File: config.mk
export PLATFORM = sky130hd
export DESIGN_NAME = trs_sequencer
export DESIGN_NICKNAME = d
export VERILOG_FILES = /design/src/core/trs_pkg.sv /design/src/core/trs_soft_start.sv /design/src/core/trs_sequencer.sv
export VERILOG_INCLUDE_DIRS = /design/src /design/src/core
export SDC_FILE = /design/constraint.sdc
export NUM_CORES = 1
export LEC_CHECK = 0
export ABC_CLOCK_PERIOD_IN_PS = 3320
export BUFFER_PORTS_ARGS = -buffer_cell sky130_fd_sc_hd__buf_4
export CAP_MARGIN = 40
export CORE_ASPECT_RATIO = 1.25
export CORE_MARGIN = 2
export CORE_UTILIZATION = 50
export CTS_BUF_LIST = sky130_fd_sc_hd__clkbuf_16
export DETAILED_ROUTE_END_ITERATION = 8
export PLACE_DENSITY = 0.68
export RECOVER_POWER = 50
export SYNTH_ARGS = -nofsm -noshare
export SYNTH_HDL_FRONTEND = slang
export SYNTH_SLANG_ARGS = --single-unit
export TNS_END_PERCENT = 20
File: constraint.sdc
create_clock -name clock -period 3.32 [get_ports clock]
set_clock_uncertainty 0.2 [all_clocks]
set_input_delay 0.498 -clock clock [delete_from_list [all_inputs] [get_ports clock]]
set_output_delay 0.498 -clock clock [all_outputs]
set_load 0.02 [all_outputs]
File: src/core/trs_map.svh
// timing constants and reset values for the triple rail sequencer
`ifndef TRS_MAP_SVH
`define TRS_MAP_SVH
`define TRS_CLK_HZ 20000000
`define TRS_BOOST_HZ 250000
// cycles of one boost period at the core clock
`define TRS_BOOST_PERIOD (`TRS_CLK_HZ / `TRS_BOOST_HZ)
// maximum duty in percent, inside the 79..92 window
`define TRS_MAX_DUTY_PCT 85
`define TRS_MAX_ON ((`TRS_BOOST_PERIOD * `TRS_MAX_DUTY_PCT) / 100)
`define TRS_SOFT_MS 16
// soft-start ramp length: longest time, rounds down
`define TRS_SOFT_CYC ((`TRS_CLK_HZ / 1000) * `TRS_SOFT_MS)
`define TRS_RAMP_STEPS 256
`define TRS_RDY_OFF 1'b0
`endif

File: src/core/trs_pkg.sv
// types shared by the triple rail sequencer
package trs_pkg;
  typedef enum logic [5:0] {
    TRS_OFF = 6'h01,
    TRS_REF = 6'h02,
    TRS_MAIN = 6'h04,
    TRS_NEG = 6'h08,
    TRS_POS = 6'h10,
    TRS_READY = 6'h20
  } trs_state_e;

  // threshold comparator results, high when the condition named holds
  typedef struct packed {
    logic ref_ok;
    logic main_reg;
    logic main_fault;
    logic neg_up;
    logic neg_fault;
    logic pos_up;
    logic pos_fault;
  } trs_cmp_s;

  // rail enables
  typedef struct packed {
    logic ref_en;
    logic ref_ground;
    logic main_en;
    logic neg_en;
    logic pos_en;
  } trs_en_s;

  // switch gates of the two pumps, high side and low side
  typedef struct packed {
    logic neg_hi;
    logic neg_lo;
    logic pos_hi;
    logic pos_lo;
  } trs_pump_s;
endpackage

File: src/core/trs_soft_start.sv
// soft-start ramp for one charge pump
`timescale 1ns/1ps
`include "trs_map.svh"
module trs_soft_start
  import trs_pkg::*;
(
  input wire logic clock,
  input wire logic reset,
  input wire logic enable,
  output logic [7:0] level,
  output logic done
);
  localparam int unsigned STEP_CYC = `TRS_SOFT_CYC / `TRS_RAMP_STEPS;
  logic [12:0] div_r;
  logic [7:0] level_r;
  logic done_r;

  // ================================================
  // ramp: full scale reached in no more than the soft window
  always_ff @(posedge clock or posedge reset) begin
    if (reset) begin
      div_r <= 13'h0;
      level_r <= 8'h0;
      done_r <= 1'b0;
    end else if (!enable) begin
      div_r <= 13'h0;
      level_r <= 8'h0;
      done_r <= 1'b0;
    end else if (!done_r) begin
      if (div_r == 13'(STEP_CYC - 1)) begin
        div_r <= 13'h0;
        level_r <= level_r + 8'h1;
        done_r <= (level_r == 8'hfe);
      end else begin
        div_r <= div_r + 13'h1;
      end
    end
  end

  assign level = level_r;
  assign done = done_r;
endmodule // trs_soft_start

File: src/core/trs_sequencer.sv
// power-up sequencer, boost pwm timing and pump phases
`timescale 1ns/1ps
`include "trs_map.svh"
module trs_sequencer
  import trs_pkg::*;
(
  input wire logic clock,
  input wire logic reset,
  input wire logic shutdown_n,
  input wire trs_cmp_s cmp_in,
  input wire logic boost_trip,
  output trs_en_s rail_en,
  output logic boost_switch_node,
  output trs_pump_s pump_gate,
  output logic [7:0] neg_pump_ramp,
  output logic [7:0] pos_pump_ramp,
  output logic neg_pump_drive,
  output logic pos_pump_drive,
  output logic ready_n_o,
  output logic ready_n_oe,
  output trs_state_e seq_state
);
  localparam int unsigned PERIOD = `TRS_BOOST_PERIOD;
  localparam int unsigned HALF = PERIOD / 2;
  localparam int unsigned MAX_ON = `TRS_MAX_ON;

  // ================================================
  // input synchronisers
  // width of the synchronised bundle: comparators, trip, shutdown
  localparam int unsigned NSYNC = $bits(trs_cmp_s) + 2;
  logic [NSYNC-1:0] sync1_r;
  logic [NSYNC-1:0] sync2_r;
  logic [NSYNC-1:0] raw_in;
  trs_cmp_s cmp;
  logic trip_s;
  logic run_s;

  assign raw_in = {cmp_in, boost_trip, shutdown_n};

  genvar gi;
  generate
    for (gi = 0; gi < NSYNC; gi++) begin : g_sync
      always_ff @(posedge clock or posedge reset) begin
        if (reset) begin
          sync1_r[gi] <= 1'b0;
          sync2_r[gi] <= 1'b0;
        end else begin
          sync1_r[gi] <= raw_in[gi];
          sync2_r[gi] <= sync1_r[gi];
        end
      end
    end
  endgenerate

  assign cmp = trs_cmp_s'(sync2_r[NSYNC-1:2]);
  assign trip_s = sync2_r[1];
  assign run_s = sync2_r[0];

  // ================================================
  // sequencing state machine
  trs_state_e state_r;
  trs_state_e state_nxt;

  // a rail's own fault sends the machine back to the step that brings it up,
  // so everything later drops while earlier rails keep running
  always_comb begin
    state_nxt = state_r;
    case (state_r)
      TRS_OFF: begin
        state_nxt = TRS_REF;
      end
      TRS_REF: begin
        if (cmp.ref_ok) begin
          state_nxt = TRS_MAIN;
        end
      end
      TRS_MAIN: begin
        if (!cmp.ref_ok) begin
          state_nxt = TRS_REF;
        end else if (cmp.main_reg) begin
          state_nxt = TRS_NEG;
        end
      end
      TRS_NEG: begin
        if (!cmp.ref_ok) begin
          state_nxt = TRS_REF;
        end else if (cmp.main_fault) begin
          state_nxt = TRS_MAIN;
        end else if (cmp.neg_up) begin
          state_nxt = TRS_POS;
        end
      end
      TRS_POS: begin
        if (!cmp.ref_ok) begin
          state_nxt = TRS_REF;
        end else if (cmp.main_fault) begin
          state_nxt = TRS_MAIN;
        end else if (cmp.neg_fault) begin
          state_nxt = TRS_NEG;
        end else if (cmp.pos_up) begin
          state_nxt = TRS_READY;
        end
      end
      TRS_READY: begin
        if (!cmp.ref_ok) begin
          state_nxt = TRS_REF;
        end else if (cmp.main_fault) begin
          state_nxt = TRS_MAIN;
        end else if (cmp.neg_fault) begin
          state_nxt = TRS_NEG;
        end else if (cmp.pos_fault) begin
          state_nxt = TRS_POS;
        end
      end
      default: begin
        state_nxt = TRS_OFF;
      end
    endcase
  end

  always_ff @(posedge clock or posedge reset) begin
    if (reset) begin
      state_r <= TRS_OFF;
    end else if (!run_s) begin
      state_r <= TRS_OFF;
    end else begin
      state_r <= state_nxt;
    end
  end

  assign seq_state = state_r;

  // ================================================
  // rail enables, registered
  trs_en_s en_r;
  logic past_main;
  logic past_neg;
  logic past_pos;

  assign past_main = (state_r == TRS_NEG) || past_neg;
  assign past_neg = (state_r == TRS_POS) || past_pos;
  assign past_pos = (state_r == TRS_READY);

  always_ff @(posedge clock or posedge reset) begin
    if (reset) begin
      en_r <= '{ref_en: 1'b0, ref_ground: 1'b1, main_en: 1'b0, neg_en: 1'b0, pos_en: 1'b0};
    end else if (!run_s || state_nxt == TRS_OFF) begin
      en_r <= '{ref_en: 1'b0, ref_ground: 1'b1, main_en: 1'b0, neg_en: 1'b0, pos_en: 1'b0};
    end else begin
      en_r.ref_en <= 1'b1;
      en_r.ref_ground <= 1'b0;
      // boost waits one step behind the reference, also on leaving off
      en_r.main_en <= (state_r != TRS_REF) && (state_r != TRS_OFF);
      en_r.neg_en <= past_main;
      en_r.pos_en <= past_neg;
    end
  end

  assign rail_en = en_r;

  // ================================================
  // ready pin: open drain, pulled low only in the ready state
  logic ready_pull_r;

  always_ff @(posedge clock or posedge reset) begin
    if (reset) begin
      ready_pull_r <= `TRS_RDY_OFF;
    end else begin
      ready_pull_r <= run_s && past_pos && (state_nxt == TRS_READY);
    end
  end

  assign ready_n_o = 1'b0;
  assign ready_n_oe = ready_pull_r;

  // ================================================
  // boost oscillator and pwm latch
  logic [6:0] phase_r;
  logic osc_edge;
  logic sw_r;

  // phase counter runs even when idle so the pumps share its edge
  always_ff @(posedge clock or posedge reset) begin
    if (reset) begin
      phase_r <= 7'h0;
    end else if (phase_r == 7'(PERIOD - 1)) begin
      phase_r <= 7'h0;
    end else begin
      phase_r <= phase_r + 7'h1;
    end
  end

  assign osc_edge = (phase_r == 7'h0);

  // no soft-start on the boost: full duty from its first period
  always_ff @(posedge clock or posedge reset) begin
    if (reset) begin
      sw_r <= 1'b0;
    end else if (!en_r.main_en) begin
      sw_r <= 1'b0;
    end else if (osc_edge) begin
      sw_r <= 1'b1;
    end else if (trip_s || phase_r >= 7'(MAX_ON)) begin
      sw_r <= 1'b0;
    end
  end

  assign boost_switch_node = sw_r;

  // ================================================
  // pump phases at half the boost rate
  logic half_r;
  trs_pump_s gate_r;

  always_ff @(posedge clock or posedge reset) begin
    if (reset) begin
      half_r <= 1'b0;
    end else if (osc_edge) begin
      half_r <= ~half_r;
    end
  end

  // pump outputs are held off while disabled, which also clears the ramp to zero
  always_ff @(posedge clock or posedge reset) begin
    if (reset) begin
      gate_r <= '0;
    end else begin
      gate_r.neg_hi <= en_r.neg_en && !half_r;
      gate_r.neg_lo <= en_r.neg_en && half_r;
      gate_r.pos_lo <= en_r.pos_en && !half_r;
      gate_r.pos_hi <= en_r.pos_en && half_r;
    end
  end

  assign pump_gate = gate_r;
  assign neg_pump_drive = gate_r.neg_hi;
  assign pos_pump_drive = gate_r.pos_hi;

  // ================================================
  // soft-start of each pump
  trs_soft_start u_neg_soft (
    .clock(clock),
    .reset(reset),
    .enable(en_r.neg_en),
    .level(neg_pump_ramp),
    .done()
  );

  trs_soft_start u_pos_soft (
    .clock(clock),
    .reset(reset),
    .enable(en_r.pos_en),
    .level(pos_pump_ramp),
    .done()
  );
endmodule // trs_sequencer

==> run summary <==
post-cts sizing count = 0
pin count of the biggest net entering global routing = 37
post-synth top area share = 0.523
critical path fanouts, max = 15
initial antenna violation count = 0
Main synth FF type = dfrtp_1
Final ANT Viol Nets = 0
Area Overhead vs Synth = 16.3%
fin util = 0.604
Die Wd = 84.7 microns
Syn Inst Count = 396
part of the cycle the worst path needs = 0.777
synth cell count leaders = 85 x dfrtp_1, 37 x nor2_1, 26 x nand2_1
sequential area share after synthesis = 0.536
Final Max Tran Viols = 37
final hold violation count = 0
Clock Pin Slew Worst Setup and Hold Paths = 0.07 ns
register bit total from synthesis = 87
root buffer cell = clkbuf_16
Startpoint Class = flop
global route overflow = 0
Post-Place Cell Area = 4460 sq um
Syn Std Cell Area = 4070 sq um
max_cap viols = 1
CTS tree = done
syn nets = 417
Clock Latency Late Sink = 0.34 ns
Lkg Pwr = 2.00 nW
Die Span Y = 105 microns
slowest cell delay on critical path = 0.63 ns
FMAX = 388 MHz
FFs w/ async S/R, synth = 1.00
WL per Instance = 14.5 microns
Die ar. = 8880 sq um
First DRT Iteration DRCs = 113
WHS = 0.0823 ns
IO buf count = 45
delay-heaviest family, CP = simple AND/OR/NAND/NOR gates
CP required = 3.38 ns
Setup TNS Final = 0 ns
pre-CTS setup slack = 0.757 ns
Final Instance Area = 4730 sq um
crit path cell chain = inv_1 -> ha_1 -> or4b_1 -> or4_4 -> or3_1 -> a21oi_1
hpwl dp = 5320 microns
overall power = 2.12 mW
Slowest-stage cell, CP = or4_4
Clock Tree Buf Depth = 2
Finish-stage setup viols = 0
Mean Syn Cell Area = 10.3 sq um
slew margin rel. = -0.0254
fin cells = 539
Layout Nets = 460
Slew @ Worst Pin = 1.53 ns
area leader, netlist = dfrtp_1
min Tclk post-route = 2.58 ns
Critical path buffers and inverters = 1
count leader, synth = dfrtp_1
Starting Density = 0.519
antenna fix cells = 0
yosys synthesis warning count = 0
IO Count = 47
Vias/cell = 5.64
final worst setup slack = 0.740 ns
unrepaired setup endpoints after global routing = no
Rows = 36
number of synthesized flops with an enable pin = 0
Vias = 3042
TritonCTS Buffers = 9
CTS Sinks = 87
pwr dens = 449 nW/um^2
hold-fix buffers at CTS = 0
post-synthesis cell type count = 48
violated checks = capacitance limit, slew limit
WL final = 7810 microns
core region area = 7840 sq um
share of cells above drive strength 1 = 0.169
first-pass GRT wire length = 13600 microns
dpl cells = 523
worst min-delay path category = in -> reg
drt pass-1 iters = 4
RePlAce Congestion = 0.802
crit path kind = reg -> reg
H-tree depth = 3
status = finished, violations left
gr usage total = 0.191
DRC = 0
Peak supply drop = 408 uV
synth top area cells = dfrtp_1 52%, nor2_1 3.4%, ha_1 3.1%
Worst EP arrival = 2.64 ns
setup bufs post-CTS = 0
vias in the first global route = 2969
Worst setup EP type = flop
[sequential cells by signal, indices dropped and copies added, names as in the netlist]
register / count
neg_pump_drive: 1
half_r: 1
u_pos_soft.done: 1
u_pos_soft.div_r: 13
cmp: 7
pump_gate: 2
u_neg_soft.done: 1
ready_n_oe: 1
seq_state: 6
u_pos_soft.level: 8
u_neg_soft.level: 8
phase_r: 7
boost_switch_node: 1
run_s: 1
trip_s: 1
sync1_r: 9
rail_en: 5
u_neg_soft.div_r: 13
pos_pump_drive: 1
[cells in the final DEF, fill, tap and decap left out, types with 2 or more instances in the layout]
| cell | instances |
|---|---|
| dfrtp_1 | 85 |
| nor2_1 | 37 |
| buf_4 | 37 |
| nand2_1 | 26 |
| a21oi_1 | 21 |
| nand3_1 | 18 |
| o21ai_0 | 18 |
| xor2_1 | 13 |
| xnor2_1 | 13 |
| inv_1 | 13 |
| or3_1 | 12 |
| nand4_1 | 11 |
| nor3_1 | 10 |
| ha_1 | 10 |
| clkbuf_4 | 10 |
| clkbuf_16 | 9 |
| nor2b_1 | 8 |
| or4_1 | 7 |
| o31ai_1 | 6 |
| nand2b_1 | 6 |
| nor4_1 | 6 |
| and3_1 | 5 |
| nor3b_1 | 5 |
| a21boi_0 | 4 |
| and4_1 | 4 |
| and2_1 | 4 |
| nor4b_1 | 3 |
| or2_2 | 3 |
| mux2i_1 | 3 |
| clkinv_4 | 3 |
| or4b_1 | 2 |
| nand4b_1 | 2 |
| a21bo_2 | 2 |
| or3b_2 | 2 |
| nand3b_1 | 2 |
| o21a_1 | 2 |
| a211oi_1 | 2 |
| and2_0 | 2 |
| dfstp_2 | 2 |
[metal layers]
| metal | part of all wire | track usage |
|---|---|---|
| met1 | 0.46 | 0.251 |
| met5 | 0 | 0 |
| met3 | 0.040 | 0.0498 |
| met4 | 0.018 | 0.0805 |
| met2 | 0.48 | 0.299 |
[cell families (layout without fill, tap and decap cells)]
family,Yosys count,in the layout,share of synthesized area
flip-flops,87,87,0.536
other,1,1,0.000921
adder cells (fa/ha/maj),10,10,0.0307
multiplexers,3,3,0.00738
AND/OR/NAND/NOR,178,178,0.243
buffers and inverters,30,78,0.0354
XOR/XNOR,26,26,0.0559
AO/OA/AOI/OAI,61,61,0.0916
[path summary, 6_finish.rpt]
check	endpoint	slack, ns	startpoint	cells after the start
min	sync1_r[1]$_DFF_PP0_	0.08	boost_trip	1
max reg2reg	u_neg_soft.level[4]$_DFFE_PP0P_	0.74	u_neg_soft.div_r[1]$_DFFE_PP0P_	6
max in group asynchronous	u_neg_soft.level[7]$_DFFE_PP0P_	0.86	reset	3
min in group asynchronous	sync1_r[0]$_DFF_PP0_	0.32	reset	2
min reg2reg	cmp[1]$_DFF_PP0_	0.15	sync1_r[3]$_DFF_PP0_	0
max	u_neg_soft.level[4]$_DFFE_PP0P_	0.74	u_neg_soft.div_r[1]$_DFFE_PP0P_	6
[power by group]
group	total, mW	switching, mW	internal [mW]
registers	1.10	0.0197	1.08
clock network	0.922	0.415	0.508
logic	0.0969	0.0561	0.0408
[final cells by class]
| type | count | area, sq um |
|---|---|---|
| fillers | 682 | 3110 |
| repair buffers | 49 | 362 |
| clock inverters | 7 | 50.0 |
| well taps | 95 | 119 |
| multi-input cells | 279 | 1750 |
| clock buffers | 9 | 225 |
| flip-flops and latches | 87 | 2180 |
| inverters | 13 | 50.0 |
Note: power is estimated with default switching activity, not from simulation.
